===== src/pkg/usc_defs.svh =====
`ifndef USC_DEFS_SVH
`define USC_DEFS_SVH
// register indices; the byte address on the bus is four times the index
`define USC_IDX_FLAGS_TWO   8'h10
`define USC_IDX_RX_CTRL_ONE 8'h13
`define USC_IDX_TX_CTRL_ONE 8'h15
`define USC_IDX_FLAGS_ONE   8'h16
`define USC_IDX_TX_DATA_ONE 8'h18
`define USC_IDX_RX_DATA_ONE 8'h19
`define USC_IDX_IRQ_ENABLE  8'h1a
`define USC_IDX_RX_CTRL_TWO 8'h33
`define USC_IDX_TX_CTRL_TWO 8'h35
`define USC_IDX_TX_DATA_TWO 8'h38
`define USC_IDX_RX_DATA_TWO 8'h39
// transmit control and status fields
`define USC_TX_CLK_SRC  7
`define USC_TX_NINE     6
`define USC_TX_EN       5
`define USC_TX_SYNC     4
`define USC_TX_SR_EMPTY 1
`define USC_TX_NINTH    0
// receive control and status fields
`define USC_RX_PORT_EN  7
`define USC_RX_NINE     6
`define USC_RX_SINGLE   5
`define USC_RX_CONT     4
`define USC_RX_FRAME    2
`define USC_RX_OVERRUN  1
`define USC_RX_NINTH    0
// flag register fields, same place for both ports
`define USC_FLAG_TX     1
`define USC_FLAG_RX     0
// interrupt enable fields: port p receive at 2p, transmit at 2p+1
`define USC_IE_RX_ONE   0
`define USC_IE_TX_ONE   1
`define USC_IE_RX_TWO   2
`define USC_IE_TX_TWO   3
// reset values
`define USC_CTRL_RST    1'b0
`define USC_IRQ_EN_RST  4'h0
`define USC_BYTE_RST    8'h00
`endif


===== src/pkg/usc_pkg.sv =====
package usc_pkg;
   // controls and transmit word handed to one port's shift datapath
   typedef struct packed {
      logic       pin_enable;  // pins belong to the serial port
      logic       sync_mode;   // synchronous operation
      logic       clk_master;  // clock from the baud rate generator
      logic       nine_tx;     // nine-bit characters out
      logic       nine_rx;     // nine-bit characters in
      logic       tx_run;      // transmitter enabled
      logic       rx_run;      // receiver enabled
      logic       tx_load;     // one-cycle pulse: tx_word enters shift register
      logic [8:0] tx_word;     // character, ninth bit on top
   } usc_link_out_t;
   // events from one port's shift datapath
   typedef struct packed {
      logic       tsr_done;    // one-cycle pulse: last bit shifted out
      logic       rx_valid;    // one-cycle pulse: a character arrived
      logic [8:0] rx_word;     // received character, ninth bit on top
      logic       rx_framing_error;     // that character had a bad stop bit
   } usc_link_in_t;
   // transmit shift register occupancy
   typedef enum logic [1:0] {
      USC_TSR_EMPTY = 2'b01,
      USC_TSR_BUSY  = 2'b10
   } usc_tsr_state_t;
endpackage


===== src/design/usc_rx_status.sv =====
`timescale 1ns/1ps
`include "usc_defs.svh"
// receive buffer and its error status for one port
module usc_rx_status (
   // clock and reset
   input  wire logic       pclk,
   input  wire logic       presetn,
   // receive events
   input  wire logic       rx_take,     // character offered while receiving
   input  wire logic [8:0] rx_word,
   input  wire logic       rx_framing_error,
   input  wire logic       nine_rx,
   // software side
   input  wire logic       buf_read,    // software reads the data buffer
   input  wire logic       cont_clear,  // software clears continuous receive
   // status
   output logic [7:0]      data_reg,
   output logic            ninth_reg,
   output logic            framing_error_reg,
   output logic            overrun_error_reg,
   output logic            full_reg
);
   wire accept;   // character lands in the buffer
   wire overrun;  // character lost
   // a read in the same cycle frees room, so a back-to-back char is kept
   assign accept  = rx_take & ~overrun_error_reg & (~full_reg | buf_read);
   assign overrun = rx_take & ~accept;

   ////////////////////////////////////////////////////////////////////////
   // buffer, ninth bit and errors
   always_ff @(posedge pclk or negedge presetn) begin
      if (!presetn) begin
         data_reg  <= `USC_BYTE_RST;
         ninth_reg <= `USC_CTRL_RST;
         framing_error_reg  <= `USC_CTRL_RST;
         overrun_error_reg  <= `USC_CTRL_RST;
         full_reg  <= `USC_CTRL_RST;
      end else begin
         if (accept) begin
            data_reg  <= rx_word[7:0];
            ninth_reg <= nine_rx & rx_word[8];
         end
         // frame status follows the buffer: set on arrival, refreshed by a read
         if (accept) begin
            framing_error_reg <= rx_framing_error;
         end else if (buf_read) begin
            framing_error_reg <= 1'b0;
         end
         // set wins over the clear
         if (overrun) begin
            overrun_error_reg <= 1'b1;
         end else if (cont_clear) begin
            overrun_error_reg <= 1'b0;
         end
         if (accept) begin
            full_reg <= 1'b1;
         end else if (buf_read) begin
            full_reg <= 1'b0;
         end
      end
   end
endmodule


===== src/design/usc_top.sv =====
// Function
// sync clock: master internal, slave external pin
// nine-bit transmit select picks character width
// transmit enable; receive enables override in sync
// mode bit selects synchronous or asynchronous
// read-only shift-register-empty bit, resets one
// ninth transmit bit sent as ninth bit
// port enable gives pins to serial port
// nine-bit receive select picks character width
// single receive takes one byte, self-clears
// single receive ignored in sync slave
// async receives while continuous enable set
// sync continuous receive overrides single receive
// framing error set, refreshed by buffer read
// overrun set; cleared only via continuous clear
// received ninth bit stored for software
// port one transmit flag shows buffer empty
// port one receive flag shows buffer full
// port two flags in second flag register
// unimplemented control bits read zero
// interrupts gated by their enable bits
// writes to hardware flags are ignored
//
// Register access over APB was left to the implementer.
`timescale 1ns/1ps
`include "usc_defs.svh"
module usc_top (
   // clock and reset
   input  wire logic                           pclk,
   input  wire logic                           presetn,
   // apb slave
   input  wire logic                           psel,
   input  wire logic                           penable,
   input  wire logic                           pwrite,
   input  wire logic [11:0]                    paddr,
   input  wire logic [31:0]                    pwdata,
   output logic      [31:0]                    prdata,
   output logic                                pready,
   output logic                                pslverr,
   // shift datapaths, index 0 is port one
   output usc_pkg::usc_link_out_t [1:0]        link_out,
   input  wire usc_pkg::usc_link_in_t [1:0]    link_in,
   // gated interrupt requests, bit 0 is port one
   output logic      [1:0]                     tx_irq,
   output logic      [1:0]                     rx_irq
);
   ////////////////////////////////////////////////////////////////////////
   // bus phases
   wire       setup;      // first cycle of a transfer
   wire       access;     // last cycle, write takes effect here
   wire [9:0] word_idx;   // word index of the address
   wire       align_ok;   // byte address is word aligned
   assign setup    = psel & ~penable;
   assign access   = psel & penable & pready;
   assign word_idx = paddr[11:2];
   assign align_ok = (paddr[1:0] == 2'h0);

   // shared address hits
   wire hit_flags_one;
   wire hit_flags_two;
   wire hit_irq_en;
   assign hit_flags_one = align_ok & (word_idx == {2'h0, `USC_IDX_FLAGS_ONE});
   assign hit_flags_two = align_ok & (word_idx == {2'h0, `USC_IDX_FLAGS_TWO});
   assign hit_irq_en    = align_ok & (word_idx == {2'h0, `USC_IDX_IRQ_ENABLE});

   // per-port hits and read words
   logic [1:0] hit_tx_ctrl;
   logic [1:0] hit_rx_ctrl;
   logic [1:0] hit_tx_data;
   logic [1:0] hit_rx_data;
   logic [7:0] rd_tx_ctrl [2];
   logic [7:0] rd_rx_ctrl [2];
   logic [7:0] rd_rx_data [2];
   logic [1:0] flag_tx;      // transmit buffer empty
   logic [1:0] flag_rx;      // receive buffer full

   // interrupt enables
   logic [3:0] irq_en_reg;
   logic [3:0] irq_en_next;
   wire        wr_irq_en;
   assign wr_irq_en   = access & pwrite & hit_irq_en;
   assign irq_en_next = wr_irq_en ? pwdata[3:0] : irq_en_reg;

   ////////////////////////////////////////////////////////////////////////
   // one control and status slice per port
   genvar p;
   generate
      for (p = 0; p < 2; p++) begin : g_port
         localparam logic [7:0] TXC = (p == 0) ? `USC_IDX_TX_CTRL_ONE : `USC_IDX_TX_CTRL_TWO;
         localparam logic [7:0] RXC = (p == 0) ? `USC_IDX_RX_CTRL_ONE : `USC_IDX_RX_CTRL_TWO;
         localparam logic [7:0] TXD = (p == 0) ? `USC_IDX_TX_DATA_ONE : `USC_IDX_TX_DATA_TWO;
         localparam logic [7:0] RXD = (p == 0) ? `USC_IDX_RX_DATA_ONE : `USC_IDX_RX_DATA_TWO;

         // control bits
         logic clk_src_reg;     // clock_source_select
         logic nine_tx_reg;     // nine_bit_transmit_select
         logic tx_en_reg;       // transmit_enable
         logic sync_reg;        // mode select
         logic tx_ninth_reg;    // transmit_ninth_bit
         logic serial_port_enable_reg;        // serial_port_enable
         logic nine_rx_reg;     // nine_bit_receive_select
         logic single_reg;      // single_receive_enable
         logic cont_reg;        // continuous_receive_enable
         logic single_next;
         // transmit buffer and shift register
         logic [7:0] tx_buf_reg;
         logic       tx_full_reg;
         logic       tx_full_next;
         usc_pkg::usc_tsr_state_t tsr_reg;
         usc_pkg::usc_tsr_state_t tsr_next;
         usc_pkg::usc_link_out_t  lo_next;
         // receive status from the slice
         logic [7:0] rx_data;
         logic       rx_ninth;
         logic       rx_framing_error_st;
         logic       rx_overrun_error;
         logic       rx_full;

         // decode
         assign hit_tx_ctrl[p] = align_ok & (word_idx == {2'h0, TXC});
         assign hit_rx_ctrl[p] = align_ok & (word_idx == {2'h0, RXC});
         assign hit_tx_data[p] = align_ok & (word_idx == {2'h0, TXD});
         assign hit_rx_data[p] = align_ok & (word_idx == {2'h0, RXD});

         wire wr_txc;      // control write, taken at the access edge
         wire wr_rxc;
         wire wr_txd;
         wire rd_rxd;      // buffer read, consumed when the data is sampled
         assign wr_txc = access & pwrite & hit_tx_ctrl[p];
         assign wr_rxc = access & pwrite & hit_rx_ctrl[p];
         assign wr_txd = access & pwrite & hit_tx_data[p];
         assign rd_rxd = setup & ~pwrite & hit_rx_data[p];

         // operating mode
         wire master;      // sync master drives the clock
         wire rx_active;   // receiver running
         wire tx_active;   // transmitter running
         wire tsr_empty;
         wire tsr_take;    // buffer moves into shift register
         wire rx_take;     // arriving character is accepted for checking
         wire single_done; // one-byte reception finished
         wire cont_clear;  // software drops continuous receive
         assign master    = sync_reg & clk_src_reg;
         // slave reception ignores single receive; continuous overrides it
         assign rx_active = serial_port_enable_reg & (cont_reg | (sync_reg & master & single_reg));
         assign tx_active = serial_port_enable_reg & tx_en_reg & ~(sync_reg & (single_reg | cont_reg));
         assign tsr_empty = (tsr_reg == usc_pkg::USC_TSR_EMPTY);
         assign tsr_take  = tx_active & tx_full_reg & tsr_empty;
         assign rx_take   = rx_active & link_in[p].rx_valid;
         assign single_done = rx_take & sync_reg & single_reg & ~cont_reg;
         assign cont_clear  = wr_rxc & ~pwdata[`USC_RX_CONT];

         // software write of single receive wins over the self-clear
         assign single_next = wr_rxc ? pwdata[`USC_RX_SINGLE] :
                              (single_done ? 1'b0 : single_reg);
         // a write while full replaces the waiting character
         assign tx_full_next = wr_txd | (tx_full_reg & ~tsr_take);

         // shift register occupancy
         always_comb begin
            tsr_next = tsr_reg;
            case (tsr_reg)
               usc_pkg::USC_TSR_EMPTY: begin
                  if (tsr_take) begin
                     tsr_next = usc_pkg::USC_TSR_BUSY;
                  end
               end
               usc_pkg::USC_TSR_BUSY: begin
                  // disabling the port abandons the character
                  if (link_in[p].tsr_done | ~serial_port_enable_reg) begin
                     tsr_next = usc_pkg::USC_TSR_EMPTY;
                  end
               end
               default: begin
                  tsr_next = usc_pkg::USC_TSR_EMPTY;
               end
            endcase
         end

         // datapath controls, registered so the ports come from flops
         always_comb begin
            lo_next            = link_out[p];
            lo_next.pin_enable = serial_port_enable_reg;
            lo_next.sync_mode  = sync_reg;
            lo_next.clk_master = master;
            lo_next.nine_tx    = nine_tx_reg;
            lo_next.nine_rx    = nine_rx_reg;
            lo_next.tx_run     = tx_active;
            lo_next.rx_run     = rx_active;
            lo_next.tx_load    = tsr_take;
            if (tsr_take) begin
               lo_next.tx_word = {nine_tx_reg & tx_ninth_reg, tx_buf_reg};
            end
         end

         // control registers
         always_ff @(posedge pclk or negedge presetn) begin
            if (!presetn) begin
               clk_src_reg  <= `USC_CTRL_RST;
               nine_tx_reg  <= `USC_CTRL_RST;
               tx_en_reg    <= `USC_CTRL_RST;
               sync_reg     <= `USC_CTRL_RST;
               tx_ninth_reg <= `USC_CTRL_RST;
            end else if (wr_txc) begin
               // shift-register-empty is read only
               clk_src_reg  <= pwdata[`USC_TX_CLK_SRC];
               nine_tx_reg  <= pwdata[`USC_TX_NINE];
               tx_en_reg    <= pwdata[`USC_TX_EN];
               sync_reg     <= pwdata[`USC_TX_SYNC];
               tx_ninth_reg <= pwdata[`USC_TX_NINTH];
            end
         end

         always_ff @(posedge pclk or negedge presetn) begin
            if (!presetn) begin
               serial_port_enable_reg    <= `USC_CTRL_RST;
               nine_rx_reg <= `USC_CTRL_RST;
               cont_reg    <= `USC_CTRL_RST;
            end else if (wr_rxc) begin
               // error bits and received ninth bit are read only
               serial_port_enable_reg    <= pwdata[`USC_RX_PORT_EN];
               nine_rx_reg <= pwdata[`USC_RX_NINE];
               cont_reg    <= pwdata[`USC_RX_CONT];
            end
         end

         // transmit path and datapath port registers
         always_ff @(posedge pclk or negedge presetn) begin
            if (!presetn) begin
               single_reg  <= `USC_CTRL_RST;
               tx_buf_reg  <= `USC_BYTE_RST;
               tx_full_reg <= `USC_CTRL_RST;
               tsr_reg     <= usc_pkg::USC_TSR_EMPTY;
               link_out[p] <= '0;
            end else begin
               single_reg  <= single_next;
               tx_full_reg <= tx_full_next;
               tsr_reg     <= tsr_next;
               link_out[p] <= lo_next;
               if (wr_txd) begin
                  tx_buf_reg <= pwdata[7:0];
               end
            end
         end

         // receive buffer and error status
         usc_rx_status u_rx (
            .pclk       (pclk),
            .presetn    (presetn),
            .rx_take    (rx_take),
            .rx_word    (link_in[p].rx_word),
            .rx_framing_error    (link_in[p].rx_framing_error),
            .nine_rx    (nine_rx_reg),
            .buf_read   (rd_rxd),
            .cont_clear (cont_clear),
            .data_reg   (rx_data),
            .ninth_reg  (rx_ninth),
            .framing_error_reg   (rx_framing_error_st),
            .overrun_error_reg   (rx_overrun_error),
            .full_reg   (rx_full)
         );

         // hardware-owned flags, no write path reaches them
         assign flag_tx[p] = ~tx_full_reg;
         assign flag_rx[p] = rx_full;

         // read words, unimplemented bits stay zero
         assign rd_tx_ctrl[p] = {clk_src_reg, nine_tx_reg, tx_en_reg, sync_reg,
                                 2'h0, tsr_empty, tx_ninth_reg};
         assign rd_rx_ctrl[p] = {serial_port_enable_reg, nine_rx_reg, single_reg, cont_reg,
                                 1'b0, rx_framing_error_st, rx_overrun_error, rx_ninth};
         assign rd_rx_data[p] = rx_data;
      end
   endgenerate

   ////////////////////////////////////////////////////////////////////////
   // read selection, other flag bits belong to other blocks and read zero
   logic [7:0] rd_byte;
   logic       mapped;
   always_comb begin
      rd_byte = 8'h00;
      mapped  = 1'b1;
      if (hit_tx_ctrl[0]) begin
         rd_byte = rd_tx_ctrl[0];
      end else if (hit_tx_ctrl[1]) begin
         rd_byte = rd_tx_ctrl[1];
      end else if (hit_rx_ctrl[0]) begin
         rd_byte = rd_rx_ctrl[0];
      end else if (hit_rx_ctrl[1]) begin
         rd_byte = rd_rx_ctrl[1];
      end else if (hit_rx_data[0]) begin
         rd_byte = rd_rx_data[0];
      end else if (hit_rx_data[1]) begin
         rd_byte = rd_rx_data[1];
      end else if (hit_flags_one) begin
         rd_byte = {6'h00, flag_tx[0], flag_rx[0]};
      end else if (hit_flags_two) begin
         rd_byte = {6'h00, flag_tx[1], flag_rx[1]};
      end else if (hit_irq_en) begin
         rd_byte = {4'h0, irq_en_reg};
      end else if (hit_tx_data[0] | hit_tx_data[1]) begin
         // transmit data is write only
         rd_byte = 8'h00;
      end else begin
         mapped = 1'b0;
      end
   end

   ////////////////////////////////////////////////////////////////////////
   // apb answer: ready one cycle after setup, data sampled at setup so a
   // buffer read and its consumption cannot drift apart
   always_ff @(posedge pclk or negedge presetn) begin
      if (!presetn) begin
         pready  <= 1'b0;
         pslverr <= 1'b0;
         prdata  <= 32'h0000_0000;
      end else begin
         pready  <= setup;
         pslverr <= setup & ~mapped;
         if (setup) begin
            prdata <= {24'h00_0000, rd_byte};
         end
      end
   end

   ////////////////////////////////////////////////////////////////////////
   // interrupt enables and gated requests
   always_ff @(posedge pclk or negedge presetn) begin
      if (!presetn) begin
         irq_en_reg <= `USC_IRQ_EN_RST;
         tx_irq     <= 2'h0;
         rx_irq     <= 2'h0;
      end else begin
         irq_en_reg <= irq_en_next;
         tx_irq     <= flag_tx & {irq_en_reg[`USC_IE_TX_TWO], irq_en_reg[`USC_IE_TX_ONE]};
         rx_irq     <= flag_rx & {irq_en_reg[`USC_IE_RX_TWO], irq_en_reg[`USC_IE_RX_ONE]};
      end
   end
endmodule


===== config.mk =====
export PLATFORM = sky130hd
export DESIGN_NAME = usc_top
export DESIGN_NICKNAME = d
export VERILOG_FILES = /design/src/pkg/usc_pkg.sv /design/src/design/usc_rx_status.sv /design/src/design/usc_top.sv
export VERILOG_INCLUDE_DIRS = /design/src /design/src/pkg
export SDC_FILE = /design/constraint.sdc
export NUM_CORES = 1
export LEC_CHECK = 0
export ABC_AREA = 1
export BUFFER_PORTS_ARGS = -buffer_cell sky130_fd_sc_hd__buf_2
export CAP_MARGIN = 20
export CORE_ASPECT_RATIO = 0.75
export CORE_MARGIN = 10
export CORE_UTILIZATION = 45
export CTS_CLUSTER_DIAMETER = 150
export DETAILED_ROUTE_END_ITERATION = 10
export GPL_TIMING_DRIVEN = 0
export HOLD_SLACK_MARGIN = 0.1
export PLACE_DENSITY = 0.81
export SYNTH_ARGS = -nofsm -noshare
export SYNTH_HDL_FRONTEND = slang
export SYNTH_SLANG_ARGS = --single-unit

===== constraint.sdc =====
create_clock -name pclk -period 2.5 [get_ports pclk]
set_input_delay 0.125 -clock pclk [delete_from_list [all_inputs] [get_ports pclk]]
set_output_delay 0.125 -clock pclk [all_outputs]
set_load 0.005 [all_outputs]

==> flow_metrics.py <==
metrics = {
    "floorplan": {
        "rows": 34,
        "die_h_um": 113.6,
        "core_area_sq_mm": 0.01149,
        "start_util_pct": 45.72,
        "die_w_um": 144.7,
        "dieArea_sq_mm": 0.01644,
        "io_pins": 145,
    },
    "layout": {
        "largest_reg_flops": 34,
        "seqCellArea_sq_mm": 0.002905,
        "diodes": 0,
        "fill_cells": 940,
        "drive_above_1_share_pct": 25.03,
        "multiInputGateArea_sq_mm": 0.001861,
        "syn_to_final_growth_pct": 33.29,
        "fin_nets": 851,
        "final_cell_area_sq_mm": 0.006999,
        "final_cell_mix": "nand2_1 (172), dfrtp_1 (114), buf_2 (97)",
        "layout_commonest_cell": "nand2_1",
    },
    "global_route": {
        "grt-ovfl-total": 0,
        "grt_usage_pct": 18.91,
        "grt_pass1_wl_mm": 24.32,
        "antenna_found_initial": 0,
        "grt_pass1_vias": 4555,
        "grt_max_degree": 68,
    },
    "pwr": {
        "power.switching_mw": 1.101,
        "p_per_area_mw_per_mm2": 682.8,
        "clockPowerShare_pct": 55.9,
        "vdd_drop_max_uv": 506.1,
        "p_total_mw": 4.779,
        "swShare_pct": 23.04,
        "total_leakage_power_nw": 3.903,
        "internal_power_mw": 3.678,
        "comb_power_share_pct": 4.8,
        "seqPwrFrac_pct": 39.4,
    },
    "timing": {
        "hold_violations": 0,
        "max_freq_ghz": 0.4306,
        "setup_violations": 0,
        "skew_ns": 0.007406,
        "fin_hold_ws_ns": 0.1087,
        "finalCritPeriodShare_pct": 92.90,
        "rsz0062_at_grt": "false",
        "setup_tns_ns": 0,
        "drv_slew": 0,
        "min_period_ns": 2.323,
    },
    "detailed_routing": {
        "ant_nets": 0,
        "drtIter0Drc": 469,
        "finalWirelength_mm": 15.20,
        "vias": 4663,
        "drcViolationCount": 0,
        "wl_per_cell_um": 16.26,
        "dr.pass1.iters": 5,
        "viasPerCell": 4.987,
    },
    "hold_path": {
        "min_path_type": "primary input to flip-flop",
    },
    "clock_tree": {
        "cts_buffer_depth": 2,
        "cts_sinks": 116,
        "cts.clk_slew.worst_paths_ns": 0.06,
        "cts_tree": "done",
        "h-tree-depth": 4,
        "cts_made_buffers": 17,
        "clk_latency_ns": 0.42,
        "root_buffer": "clkbuf_16",
    },
    "place": {
        "dp_hpwl_mm": 10.76,
        "gp_congestion": 0.9080,
        "dpl_cell_area_sq_mm": 0.006032,
        "port_buffers": 96,
    },
    "run_status": {
        "status": "finished clean",
    },
    "synthesis": {
        "ys.warnings.count": 0,
        "postSynthAreaPerCell_sq_um": 8.651,
        "syn_area_sq_mm": 0.005251,
        "syn_inst": 607,
        "yosysSeqAreaShare_pct": 55.33,
        "synth.ff_latch_count": 116,
        "synthArstFlopShare_pct": 100.0,
        "synth_edf_count": 0,
        "yosysTopAreaCellShare_pct": 54.32,
        "synth.distinct_cells": 40,
        "synthFlopType": "dfrtp_1",
        "synthTopCellsByArea": "dfrtp_1 (54%), nand2_1 (12%), inv_1 (5.2%), o21ai_0 (4.6%), buf_4 (3.4%)",
        "yosys.area.top_type": "dfrtp_1",
    },
    "worst_setup_path": {
        "end_kind": "flip-flop",
        "critPathKind": "primary input to flip-flop",
        "cp.arrival_ns": 2.62,
        "critPathMaxFanout": 10,
        "required_ns": 2.80,
        "cp-start-kind": "primary input",
    },
    "job": {
        "cap_violations": 0,
    },
}
## metrics by stage
step | setup slack (ns) | instances | utilization, %
4_1_cts | 0.1672 | 935 | 60.92
2_1_floorplan | 1.101 | 630 | -
6_report | 0.1775 | 935 | 60.94
5_1_grt | 0.09673 | 935 | 60.94
3_5_place_dp | 0.6416 | 871 | 52.52
3_3_place_gp | -0.05265 | 870 | 52.22
## cells by family (layout without fill, tap and decap cells)
| family | after synthesis | count (layout) | share of synthesized area (%) |
|---|---|---|---|
| other cells | 1 | 24 | 0.07141 |
| buf+inv | 122 | 283 | 10.94 |
| compound gates | 83 | 83 | 8.983 |
| simple gates | 285 | 285 | 24.68 |
| flops | 116 | 116 | 55.33 |
## critical path, stage by stage
cell and delay (ns):
dlygate4sd3_1 0.54, buf_2 0.14, nor2_4 0.27, inv_1 0.11
nor2_2 0.20, nand2_2 0.11, nand2_2 0.10, nand3_4 0.12
inv_4 0.12, buf_6 0.14, o22ai_1 0.08, dlygate4sd3_1 0.57
## per-layer routing
metal  global-route usage, %  share of wire (%)  vias up
met3                   6.769                9.3       19
met2                   27.45                 44      206
met4                   5.376                1.2        0
met1                   26.01                 45     2218
li1                        -                  -     2220
met5                       0                  0        -
## worst paths after layout
kind	startpoint	to	slack, ns	cells past startpoint
worst max-delay path	penable	g_port[0].u_rx.overrun_error_reg	0.18	12
worst min-delay path	pwrite	g_port[1].u_rx.framing_error_reg	0.11	5
worst max register to register	g_port[0].serial_port_enable_reg	g_port[0].u_rx.overrun_error_reg	0.31	10
worst min register to register	g_port[0].nine_rx_reg	link_out[12]	0.46	0
max in group asynchronous	presetn	g_port[0].tsr_reg[0]	1.56	3
min in group asynchronous	presetn	g_port[1].u_rx.data_reg[3]	0.20	2
## cell usage after synthesis, types with 3 or more instances
| library cell | instances |
|---|---|
| nor2_2 | 3 |
| or2_0 | 3 |
| clkbuf_1 | 5 |
| dfrtp_1 | 114 |
| nand3_1 | 22 |
| o22ai_1 | 3 |
| nand2_1 | 172 |
| inv_2 | 12 |
| inv_1 | 73 |
| nor2_4 | 7 |
| nor4_1 | 4 |
| buf_4 | 24 |
| nand2_2 | 7 |
| nor2_1 | 46 |
| a221oi_1 | 3 |
| o21ai_0 | 48 |
| o211ai_1 | 5 |
| nand4_1 | 12 |
| a21oi_1 | 14 |
## what timing repair did
| action | in CTS | in global routing |
|---|---|---|
| setup buffers | 0 | 0 |
| setup endpoints to repair | 0 | 1 |
| hold buffers | 32 | 0 |
| endpoints found under the hold margin | 161 | 0 |
| gates resized for setup | 0 | 1 |
## power groups by stage
stage               registers [mW]  logic (mW)  clock network [mW]
floorplan                     1.92      0.0763                   0
global placement              1.92       0.178                   0
detailed placement            1.92       0.185                   0
CTS                           1.88       0.225                2.69
global route                  1.88       0.253                2.79
finish                        1.88       0.228                2.67
## area by class of cell
| cell class | count | area share, % |
|---|---|---|
| Timing Repair Buffer | 129 | 11.92 |
| Clock inverter | 15 | 3.128 |
| Inverter | 89 | 4.844 |
| Clock buffer | 17 | 6.078 |
| Multi-Input combinational cell | 392 | 26.58 |
| Buffer | 33 | 3.361 |
| Tap cell | 144 | 2.574 |
| Sequential cell | 116 | 41.51 |
Power figures use the tool's default switching activity.
